### config.mk
export PLATFORM = sky130hd
export DESIGN_NAME = vrts_host
export DESIGN_NICKNAME = d
export VERILOG_FILES = /design/src/design/vrts_pkg.sv /design/src/design/vrts_fifo.sv /design/src/design/vrts_host.sv /design/src/design/vrts_sync.sv
export VERILOG_INCLUDE_DIRS = /design/src /design/src/design
export SDC_FILE = /design/constraint.sdc
export NUM_CORES = 1
export LEC_CHECK = 0
export ABC_CLOCK_PERIOD_IN_PS = 5600
export BUFFER_PORTS_ARGS = -buffer_cell sky130_fd_sc_hd__buf_2
export CAP_MARGIN = 40
export CORE_MARGIN = 2
export CORE_UTILIZATION = 49
export CTS_CLUSTER_SIZE = 25
export DETAILED_ROUTE_END_ITERATION = 6
export PLACE_DENSITY = 0.68
export SYNTH_ARGS = -nofsm -noshare
export SYNTH_HDL_FRONTEND = slang
export SYNTH_HIERARCHICAL = 1
export SYNTH_SLANG_ARGS = --single-unit
### constraint.sdc
create_clock -name i_clk -period 5.6 [get_ports i_clk]
set_input_delay 0.56 -clock i_clk [delete_from_list [all_inputs] [get_ports i_clk]]
set_output_delay 0.56 -clock i_clk [all_outputs]
set_load 0.01 [all_outputs]
### src/design/vrts_defines.svh
// Timing counts and serial-counter constants for the video DRAM host
`ifndef VRTS_DEFINES_SVH
`define VRTS_DEFINES_SVH

`define VRTS_CLK_NS 10
// Least times round up to whole cycles
`define VRTS_CYC(ns) (((ns) + `VRTS_CLK_NS - 1) / `VRTS_CLK_NS)

// Address and control setup before the row strobe falls
`define VRTS_T_ASU_NS 10
// Control and row address hold after the row strobe falls
`define VRTS_T_RAH_NS 15
// Column strobe low before the transfer gate rises
`define VRTS_T_CAS_NS 35
// Transfer gate high to row strobe high
`define VRTS_T_TRD_NS 20
// Row strobe precharge
`define VRTS_T_RP_NS 80

`define VRTS_N_ASU `VRTS_CYC(`VRTS_T_ASU_NS)
`define VRTS_N_RAH `VRTS_CYC(`VRTS_T_RAH_NS)
`define VRTS_N_CAS `VRTS_CYC(`VRTS_T_CAS_NS)
`define VRTS_N_TRD `VRTS_CYC(`VRTS_T_TRD_NS)
`define VRTS_N_RP `VRTS_CYC(`VRTS_T_RP_NS)

`define VRTS_POS_LO_END 8'h7f
`define VRTS_POS_HI_END 8'hff
`define VRTS_SINCE_MIN 2'h2
`define VRTS_FIFO_MARGIN 3

`endif

### src/design/vrts_pkg.sv
// Types for the video DRAM transfer and serial-port host
package vrts_pkg;

  typedef enum logic [2:0] {
    ST_IDLE = 3'h0,
    ST_SETUP = 3'h1,
    ST_RAS = 3'h3,
    ST_CAS = 3'h2,
    ST_HOLD = 3'h6,
    ST_PRE = 3'h7
  } vrts_state_type;

  typedef enum logic [2:0] {
    CMD_READ_XFER = 3'h0,
    CMD_SPLIT_XFER = 3'h1,
    CMD_WRITE_XFER = 3'h2,
    CMD_ALT_WRITE = 3'h3,
    CMD_PSEUDO = 3'h4,
    CMD_REFRESH_RAS = 3'h5,
    CMD_REFRESH_CBR = 3'h6
  } vrts_cmd_type;

endpackage

### src/design/vrts_fifo.sv
// Serial read-data FIFO with a registered output stage
`timescale 1ns/100ps
module vrts_fifo #(
  parameter int W = 8,
  parameter int DEPTH = 16
) (
  // Clock and reset
  input wire logic i_clk,
  input wire logic i_rstn,
  // Fill side
  input wire logic i_wr_valid,
  input wire logic [W-1:0] i_wr_data,
  output logic o_wr_ready,
  output logic [$clog2(DEPTH+1)-1:0] o_level,
  // Drain side
  output logic o_rd_valid,
  output logic [W-1:0] o_rd_data,
  input wire logic i_rd_ready
);
  localparam int AW = $clog2(DEPTH);
  localparam int CW = $clog2(DEPTH+1);

  logic [W-1:0] mem_q [DEPTH];
  logic [AW-1:0] wp_q;
  logic [AW-1:0] rp_q;
  logic [CW-1:0] cnt_q;
  logic [W-1:0] out_q;
  logic ov_q;

  if (DEPTH < 2 || (DEPTH & (DEPTH - 1)) != 0) begin : g_chk
    $error("vrts_fifo: depth must be a power of two");
  end

  wire do_wr = i_wr_valid && o_wr_ready;
  wire do_ld = (!ov_q || i_rd_ready) && cnt_q != '0;
  wire [CW-1:0] cnt_d = cnt_q + CW'(do_wr) - CW'(do_ld);

  assign o_wr_ready = cnt_q < CW'(DEPTH);
  assign o_level = cnt_q;
  assign o_rd_valid = ov_q;
  assign o_rd_data = out_q;

  always_ff @(posedge i_clk) begin
    if (do_wr) begin
      mem_q[wp_q] <= i_wr_data;
    end
    if (do_ld) begin
      out_q <= mem_q[rp_q];
    end
  end

  always_ff @(posedge i_clk) begin
    if (!i_rstn) begin
      wp_q <= '0;
      rp_q <= '0;
      cnt_q <= '0;
      ov_q <= 1'b0;
    end else begin
      wp_q <= wp_q + AW'(do_wr);
      rp_q <= rp_q + AW'(do_ld);
      cnt_q <= cnt_d;
      ov_q <= do_ld || (ov_q && !i_rd_ready);
    end
  end
endmodule

### src/design/vrts_host.sv
// Host that runs transfer cycles and the serial port of a video DRAM
//
// Function
// - Writes may mix into page reads; select level set at both strobe falls.
// - Late write in page mode needs transfer gate high throughout.
// - Early write: transfer gate is free after its hold time past row fall.
// - With persistent lane mask, lane mask select stays high during refresh.
// - Pseudo-transfer needs shift port gate high at row strobe fall.
// - Gate low, mask low: register-to-memory, alternate write or pseudo.
// - Gate low, mask high: memory-to-register, or split when select high.
// - After read transfer, first word appears on a shift clock rise.
// - Two shift clocks between split reloads, and read then split.
// - Do a normal read transfer before the first split transfer.
// - Split into inactive half may precede the 127 or 255 boundary.
// - Enter write mode by a transfer write before shifting data in.
// - Keep transfer gate high at row fall when no transfer is wanted.
// - Reading needs a prior transfer read; a transfer write blocks it.
`timescale 1ns/100ps
`include "vrts_defines.svh"
module vrts_host #(
  parameter int SC_HALF = 2,
  parameter int DW = 8,
  parameter int FIFO_DEPTH = 16
) (
  // Clock and reset
  input wire logic i_clk,
  input wire logic i_rstn,
  // Command port
  input wire logic i_cmd_valid,
  input wire vrts_pkg::vrts_cmd_type i_cmd,
  input wire logic [8:0] i_cmd_row,
  input wire logic [7:0] i_cmd_col,
  output logic o_cmd_ready,
  output logic o_cmd_err,
  // Serial stream
  input wire logic i_serial_en,
  input wire logic i_wr_valid,
  input wire logic [DW-1:0] i_wr_data,
  output logic o_wr_ready,
  output logic o_rd_valid,
  output logic [DW-1:0] o_rd_data,
  input wire logic i_rd_ready,
  // Status
  output logic o_write_mode,
  output logic o_read_mode,
  output logic [7:0] o_serial_pos,
  output logic o_half_active,
  // Device pins
  output logic o_ras_n,
  output logic o_cas_n,
  output logic [8:0] o_addr,
  output logic o_transfer_gate_n,
  output logic o_we_n,
  output logic o_special_function_select,
  output logic o_shift_port_gate_n,
  output logic o_shift_clock,
  input wire logic [DW-1:0] i_shift_data_pins,
  output logic [DW-1:0] o_shift_data_pins,
  output logic o_shift_data_pins_oe_n,
  input wire logic i_half_activity_flag
);
  localparam int PW = $clog2(FIFO_DEPTH+1);

  if (SC_HALF < 2 || SC_HALF > 256 || FIFO_DEPTH < 4) begin : g_chk
    $error("vrts_host: unsupported parameter");
  end

  vrts_pkg::vrts_state_type state_q, state_d;
  vrts_pkg::vrts_cmd_type cmd_q;
  logic [3:0] cnt_q, cnt_d;
  logic [7:0] col_q;
  logic [8:0] addr_q, addr_d;
  logic ras_q, ras_d;
  logic cas_q, cas_d;
  logic trg_q, trg_d;
  logic we_q, we_d;
  logic dsf_q, dsf_d;
  logic se_q, se_d;
  logic wmode_q;
  logic rmode_q;
  logic init_q;
  logic [1:0] since_q;
  logic [7:0] pos_q;
  logic [7:0] tap_q;
  logic pend_q;
  logic sc_q;
  logic [7:0] hc_q;
  logic loaded_q;
  logic [DW-1:0] sdq_q;
  logic oe_n_q;
  logic [1:0] cap_q;
  logic primed_q;
  logic err_q;
  logic [DW:0] sync_q;
  logic [PW-1:0] fifo_level;
  logic fifo_wr_ready;

  // Command decode at the port
  wire c_split = i_cmd == vrts_pkg::CMD_SPLIT_XFER;
  wire c_rd = i_cmd == vrts_pkg::CMD_READ_XFER || c_split;
  wire c_cbr = i_cmd == vrts_pkg::CMD_REFRESH_CBR;
  wire c_ref = i_cmd == vrts_pkg::CMD_REFRESH_RAS || c_cbr;
  wire c_alt = i_cmd == vrts_pkg::CMD_ALT_WRITE;
  wire c_sin = i_cmd == vrts_pkg::CMD_WRITE_XFER;
  wire c_ok = i_cmd inside {vrts_pkg::CMD_READ_XFER,
    vrts_pkg::CMD_SPLIT_XFER, vrts_pkg::CMD_WRITE_XFER,
    vrts_pkg::CMD_ALT_WRITE, vrts_pkg::CMD_PSEUDO,
    vrts_pkg::CMD_REFRESH_RAS, vrts_pkg::CMD_REFRESH_CBR};
  // Split refused before a normal read or too soon after a reload
  wire c_bad = !c_ok ||
    (c_split && (!init_q || since_q < `VRTS_SINCE_MIN));
  wire cmd_go = i_cmd_valid && o_cmd_ready;
  wire start = cmd_go && !c_bad;

  // Decode of the command in flight
  wire q_split = cmd_q == vrts_pkg::CMD_SPLIT_XFER;
  wire q_rd = cmd_q == vrts_pkg::CMD_READ_XFER || q_split;
  wire q_ronly = cmd_q == vrts_pkg::CMD_REFRESH_RAS;
  wire q_ref = q_ronly || cmd_q == vrts_pkg::CMD_REFRESH_CBR;
  wire q_wr = !q_rd && !q_ref;
  wire tdone = cnt_q == 4'h0;
  wire fin = state_q == vrts_pkg::ST_HOLD && tdone;
  wire idle = state_q == vrts_pkg::ST_IDLE;

  // Shift clock divider; the divider always counts, but the clock only rises between transfer cycles
  wire tick = hc_q == 8'h00;
  wire room = fifo_wr_ready &&
    fifo_level <= PW'(FIFO_DEPTH - `VRTS_FIFO_MARGIN);
  wire idle_ok = idle && !i_cmd_valid && i_serial_en;
  wire run = idle_ok && (wmode_q ? loaded_q : rmode_q && room);
  wire rise = tick && !sc_q && run;
  wire fall = tick && sc_q;
  wire load = idle && wmode_q && !sc_q && !loaded_q && i_wr_valid;
  wire at_end = pos_q == `VRTS_POS_LO_END || pos_q == `VRTS_POS_HI_END;
  wire push = cap_q[1];

  assign o_cmd_ready = idle && !sc_q;
  assign o_wr_ready = load;

  always_comb begin
    state_d = state_q;
    cnt_d = tdone ? cnt_q : cnt_q - 4'h1;
    addr_d = addr_q;
    ras_d = ras_q;
    cas_d = cas_q;
    trg_d = trg_q;
    we_d = we_q;
    dsf_d = dsf_q;
    se_d = se_q;
    unique case (state_q)
      vrts_pkg::ST_IDLE: begin
        se_d = !i_serial_en;
        if (start) begin
          state_d = vrts_pkg::ST_SETUP;
          cnt_d = 4'(`VRTS_N_ASU - 1);
          addr_d = i_cmd_row;
          trg_d = c_ref;
          we_d = c_rd || c_ref;
          dsf_d = c_split || c_alt;
          se_d = !c_sin;
          cas_d = !c_cbr;
        end
      end
      vrts_pkg::ST_SETUP: begin
        if (tdone) begin
          state_d = vrts_pkg::ST_RAS;
          cnt_d = 4'(`VRTS_N_RAH - 1);
          ras_d = 1'b0;
        end
      end
      vrts_pkg::ST_RAS: begin
        if (tdone) begin
          state_d = vrts_pkg::ST_CAS;
          cnt_d = 4'(`VRTS_N_CAS - 1);
          addr_d = {1'b0, col_q};
          cas_d = q_ronly;
          // Write transfers no longer need the gate once it was held
          if (!q_rd) begin
            trg_d = 1'b1;
          end
        end
      end
      vrts_pkg::ST_CAS: begin
        if (tdone) begin
          state_d = vrts_pkg::ST_HOLD;
          cnt_d = 4'(`VRTS_N_TRD - 1);
          trg_d = 1'b1;
        end
      end
      vrts_pkg::ST_HOLD: begin
        if (tdone) begin
          state_d = vrts_pkg::ST_PRE;
          cnt_d = 4'(`VRTS_N_RP - 1);
          ras_d = 1'b1;
          cas_d = 1'b1;
          we_d = 1'b1;
          dsf_d = 1'b0;
          se_d = 1'b1;
        end
      end
      vrts_pkg::ST_PRE: begin
        if (tdone) begin
          state_d = vrts_pkg::ST_IDLE;
        end
      end
      default: begin
        state_d = vrts_pkg::ST_IDLE;
      end
    endcase
  end

  // Pin and sequencer registers; gate idles high so page cycles are safe
  always_ff @(posedge i_clk) begin
    if (!i_rstn) begin
      state_q <= vrts_pkg::ST_IDLE;
      cnt_q <= 4'h0;
      addr_q <= 9'h000;
      ras_q <= 1'b1;
      cas_q <= 1'b1;
      trg_q <= 1'b1;
      we_q <= 1'b1;
      dsf_q <= 1'b0;
      se_q <= 1'b1;
    end else begin
      state_q <= state_d;
      cnt_q <= cnt_d;
      addr_q <= addr_d;
      ras_q <= ras_d;
      cas_q <= cas_d;
      trg_q <= trg_d;
      we_q <= we_d;
      dsf_q <= dsf_d;
      se_q <= se_d;
    end
  end

  always_ff @(posedge i_clk) begin
    if (!i_rstn) begin
      cmd_q <= vrts_pkg::CMD_READ_XFER;
      col_q <= 8'h00;
      err_q <= 1'b0;
    end else begin
      err_q <= cmd_go && c_bad;
      if (start) begin
        cmd_q <= i_cmd;
        col_q <= i_cmd_col;
      end
    end
  end

  // Port mode as the device keeps it
  always_ff @(posedge i_clk) begin
    if (!i_rstn) begin
      wmode_q <= 1'b0;
      rmode_q <= 1'b0;
      init_q <= 1'b0;
    end else if (fin && q_rd) begin
      wmode_q <= 1'b0;
      rmode_q <= 1'b1;
      init_q <= init_q || !q_split;
    end else if (fin && q_wr) begin
      wmode_q <= 1'b1;
      rmode_q <= 1'b0;
    end
  end

  // Model of the device's serial address counter
  always_ff @(posedge i_clk) begin
    if (!i_rstn) begin
      pos_q <= 8'h00;
      tap_q <= 8'h00;
      pend_q <= 1'b0;
    end else if (fin && q_split) begin
      tap_q <= col_q;
      pend_q <= 1'b1;
    end else if (fin && q_wr) begin
      pos_q <= col_q;
      pend_q <= 1'b0;
    end else if (fin && q_rd) begin
      pos_q <= col_q;
      pend_q <= 1'b0;
    end else if (rise && at_end && pend_q) begin
      pos_q <= tap_q;
      pend_q <= 1'b0;
    end else if (rise) begin
      pos_q <= pos_q + 8'h01;
    end
  end

  // Reload spacing counts shift clock rises, saturating at the minimum
  always_ff @(posedge i_clk) begin
    if (!i_rstn) begin
      since_q <= 2'h0;
    end else if (fin && q_rd) begin
      since_q <= 2'h0;
    end else if (rise && since_q < `VRTS_SINCE_MIN) begin
      since_q <= since_q + 2'h1;
    end
  end

  always_ff @(posedge i_clk) begin
    if (!i_rstn) begin
      hc_q <= 8'h00;
      sc_q <= 1'b0;
    end else begin
      hc_q <= tick ? 8'(SC_HALF - 1) : hc_q - 8'h01;
      sc_q <= rise || (sc_q && !fall);
    end
  end

  // Write data changes only while the shift clock is low
  always_ff @(posedge i_clk) begin
    if (!i_rstn) begin
      loaded_q <= 1'b0;
      sdq_q <= '0;
      oe_n_q <= 1'b1;
    end else begin
      loaded_q <= !rise && (loaded_q || load) && wmode_q;
      if (load) begin
        sdq_q <= i_wr_data;
      end
      oe_n_q <= !(wmode_q && idle && i_serial_en);
    end
  end

  // The first rise after a read transfer only presents word one; each
  // later rise samples the word of the rise before, two syncs late
  always_ff @(posedge i_clk) begin
    if (!i_rstn) begin
      primed_q <= 1'b0;
      cap_q <= 2'h0;
    end else begin
      if (fin && q_rd && !q_split) begin
        primed_q <= 1'b0;
      end else if (rise && rmode_q) begin
        primed_q <= 1'b1;
      end
      cap_q <= {cap_q[0], rise && primed_q && rmode_q};
    end
  end

  vrts_sync #(.W(DW + 1)) u_sync (
    .i_clk(i_clk),
    .i_rstn(i_rstn),
    .i_d({i_half_activity_flag, i_shift_data_pins}),
    .o_q(sync_q)
  );

  vrts_fifo #(.W(DW), .DEPTH(FIFO_DEPTH)) u_fifo (
    .i_clk(i_clk),
    .i_rstn(i_rstn),
    .i_wr_valid(push),
    .i_wr_data(sync_q[DW-1:0]),
    .o_wr_ready(fifo_wr_ready),
    .o_level(fifo_level),
    .o_rd_valid(o_rd_valid),
    .o_rd_data(o_rd_data),
    .i_rd_ready(i_rd_ready)
  );

  assign o_cmd_err = err_q;
  assign o_write_mode = wmode_q;
  assign o_read_mode = rmode_q;
  assign o_serial_pos = pos_q;
  assign o_half_active = sync_q[DW];
  assign o_ras_n = ras_q;
  assign o_cas_n = cas_q;
  assign o_addr = addr_q;
  assign o_transfer_gate_n = trg_q;
  assign o_we_n = we_q;
  assign o_special_function_select = dsf_q;
  assign o_shift_port_gate_n = se_q;
  assign o_shift_clock = sc_q;
  assign o_shift_data_pins = sdq_q;
  assign o_shift_data_pins_oe_n = oe_n_q;
endmodule

### src/design/vrts_sync.sv
// Two-flop synchroniser for pins that come from outside the clock domain
`timescale 1ns/100ps
module vrts_sync #(
  parameter int W = 1
) (
  // Clock and reset
  input wire logic i_clk,
  input wire logic i_rstn,
  // Data
  input wire logic [W-1:0] i_d,
  output logic [W-1:0] o_q
);
  logic [W-1:0] meta_q;
  logic [W-1:0] sync_q;

  if (W < 1) begin : g_chk
    $error("vrts_sync: width must be positive");
  end

  always_ff @(posedge i_clk) begin
    if (!i_rstn) begin
      meta_q <= '0;
      sync_q <= '0;
    end else begin
      meta_q <= i_d;
      sync_q <= meta_q;
    end
  end

  assign o_q = sync_q;
endmodule

==> qor.yml <==
drive_gt1_frac: 0.2055
track_usage: 0.1898
critPathMaxFanout: 18
reg2reg_slack_ns: 2.67
report.final.hold_viol_count: 0
normalized_max_slew_margin: 0.4592
syn_area_mm2: 0.01005
dp_worst_setup_slack_ns: 2.732
detail_route.iter0.violations: 375
cts_tree: "done"
cts_buffer_depth: 3
timing.rr.end: "o_serial_pos[6]"
routedWlPerCell_um: 17.54
hold_path.startpoint: "i_shift_data_pins[2]"
power.density_cell_area_mw_per_mm2: 427.1
endpoint_type_of_the_worst_setup_path: "output port"
grt_max_degree: 55
global_route_wire_length_before_repair_um: 32840
timing_worst_slew_pin_value_ns: 0.8087
area.sequential_mm2: 0.006287
fin_worst_hold_slack_ns: 0.2556
drt_drc_violations_left: 0
dieArea_mm2: 0.02168
critPathRequiredTime_ns: 5.04
largest_voltage_drop_on_the_vdd_net_v: 0.0003192
count_of_pins_on_the_block_boundary: 91
start_util: 0.4984
synth_sequential_area_ratio: 0.6253
synth-edff-count: 136
crit_chain: "nor4_4 > nand4b_1 > clkinv_1 > buf_2"
synth-async-reset-ratio: 0
grt_pass1_vias: 6223
critical_path_class: "register to output port"
route.vias.total: 6436
grt_antenna_before_repair: 0
die-height_um: 147.2
worst_slack_ns: 2.350
firstDrtPassIters: 6
syn_area_per_cell_um2: 12.55
via_per_inst: 5.454
row_count: 52
syn_nets: 858
detail_route.wirelength_um: 20700
ant_nets: 0
critPathTopFamily: "simple AND/OR/NAND/NOR gates"
crit_buf_inv: 2
critical_path.startpoint_type: "register"
holdBufCountCts: 0
num_antenna_cells: 0
yosys.cell_types.count: 68
nNetsFinal: 948
crit_path_top_delay_cell: "sky130_fd_sc_hd__nand4b_1"
leak_pwr_nw: 4.548
hpwlAfterDp_um: 13830
ys_dominant_reg_cell: "sky130_fd_sc_hd__edfxtp_1"
r2r_start: "cnt_q[0]"
timing_max_transition_violations_final: 0
synth_seq_cells: 246
grt_overflow: 0
layout_min_cycle_time_ns: 3.250
areaGrowthSynthToFinish_pct: 15.01
cts_num_sinks: 246
cts_root_buffer: "sky130_fd_sc_hd__clkbuf_16"
numCtsBuffers: 25
post_synth_most_frequent_cells: "sky130_fd_sc_hd__edfxtp_1, sky130_fd_sc_hd__dfxtp_1, sky130_fd_sc_hd__nand2_1"
yosys.cell_count.top_type: "sky130_fd_sc_hd__edfxtp_1"
post-synth-top-area-fraction: 0.4063
hold-path-endpoint: "u_sync/meta_q[2]"
fmax_mhz: 307.7
holdCritPathClass: "input port to register"
unrepaired_setup_endpoints_after_global_routing: "false"
synth_area_leader_cell: "sky130_fd_sc_hd__edfxtp_1"
place.gp.congestion: 0.7678
critical-path-max-stage-delay_ns: 0.57
cts_setup_buffers: 0
cap_violations: 0
totalNegativeSetupSlack_ns: 0
outcome: "completed"
floorplan.die.width_um: 147.2
worst_skew_pair_later_pin_latency_ns: 0.52
final_clock_period_utilization_by_the_worst_path: 0.5803
final.setup_skew_ns: 0.01363
cts.repair.resized: 0
yosys_warnings: 6
setup-violations-final: 0
crit_path_dat_ns: 2.69
place.port_buffers: 90
worstRegToRegCells: 9
cts_max_level: 1
cts.clk_slew.worst_paths_ns: 0.06
synthTopCellsByArea: "sky130_fd_sc_hd__edfxtp_1, sky130_fd_sc_hd__dfxtp_1, sky130_fd_sc_hd__mux2i_1, sky130_fd_sc_hd__mux4_2, sky130_fd_sc_hd__nand2_1"
min_delay_path_depth: 2
filler_cell_count: 1692
fp.coreArea_mm2: 0.02017
multi_input_comb_area_mm2: 0.003465
netlist_instances: 801
==> worst max path at each step <==
stage               cells after the start           endpoint               from  slack (ns)
floorplan                              12  u_fifo/o_level[4]  u_fifo/o_level[2]        2.89
global placement                       10  u_fifo/o_level[4]         i_rd_ready        2.30
detailed placement                      9    o_serial_pos[0]           cnt_q[0]        2.73
CTS                                     4         o_wr_ready         state_q[2]        2.34
global route                            4         o_wr_ready         state_q[2]        2.21
finish                                  4         o_wr_ready         state_q[2]        2.35
==> per-layer routing <==
metal / GRT usage / vias up / part of all wire
met5: 0 / - / 0
met4: 0.05433 / 0 / 0.021
met3: 0.04317 / 34 / 0.068
met2: 0.3126 / 182 / 0.48
met1: 0.2542 / 3083 / 0.43
li1: - / 3137 / -
==> cell type report <==
cell class | instances | area share
sequential | 246 | 0.5438
timing repair buffer | 104 | 0.04978
inverter | 17 | 0.005519
tap | 270 | 0.02922
clock buffer | 29 | 0.05628
multi-input combinational | 497 | 0.2997
clock inverter | 17 | 0.01569
==> where the power goes <==
group | internal, mW | switching [mW]
clock | 0.980 | 0.677
combinational | 0.486 | 0.577
sequential | 2.06 | 0.154
==> cells in the final DEF (no fill, tap or decap), drive strengths merged, types with 3 or more instances in the layout <==
master | netlist | layout
nor4 | 6 | 6
nand3 | 18 | 18
o211a | 3 | 3
and3 | 7 | 7
inv | 16 | 19
o221ai | 3 | 3
and2 | 36 | 36
mux4 | 16 | 16
a21oi | 55 | 55
edfxtp | 136 | 136
nor2b | 8 | 8
nor3 | 16 | 16
dfxtp | 110 | 110
nor2 | 52 | 52
or3 | 6 | 6
clkinv | 1 | 10
mux2i | 44 | 44
o22ai | 3 | 3
xnor2 | 12 | 12
ha | 13 | 13
nand2b | 5 | 5
nand2 | 86 | 86
a22oi | 8 | 8
nand3b | 5 | 5
buf | 14 | 104
a221oi | 17 | 17
bufinv | 0 | 3
a211oi | 12 | 12
xor2 | 10 | 10
clkbuf | 27 | 29
o21ai | 21 | 21
==> sequential cells by signal (all words and copies together) (netlist names), 5 cells and up <==
name               cells
o_serial_pos           8
u_fifo/mem_q         128
o_addr                 9
u_fifo/o_rd_data       8
u_sync/meta_q          9
u_fifo/o_level         5
o_shift_data_pins      8
hc_q                   8
u_sync/o_q             9
col_q                  8
tap_q                  8
==> cells by family (layout without fill, tap and decap cells) <==
group                      count (synthesis)  count (layout)  synth area share
adders and majority gates                 14              14           0.01817
muxes                                     60              60           0.07966
AOI/OAI and AO/OA                        144             144           0.09684
and+or+nand+nor                          257             257            0.1308
buffers and inverters                     58             167           0.03000
DFF                                      246             246            0.6253
xor gates and xnor gates                  22              22           0.01917
==> per-stage QoR <==
| stage | std cells | power, mW | utilization | instance area, um^2 |
|---|---|---|---|---|
| after floorplan | 801 | 3.039 | - | 10050 |
| after global placement | 1130 | 3.272 | 0.5295 | 10680 |
| after detailed placement | 1134 | 3.320 | 0.5319 | 10730 |
| after CTS | 1180 | 4.980 | 0.5732 | 11560 |
| after global routing | 1180 | 5.184 | 0.5732 | 11560 |
| final | 1180 | 4.937 | 0.5732 | 11560 |
No activity file was read; power rests on OpenSTA's default activity.
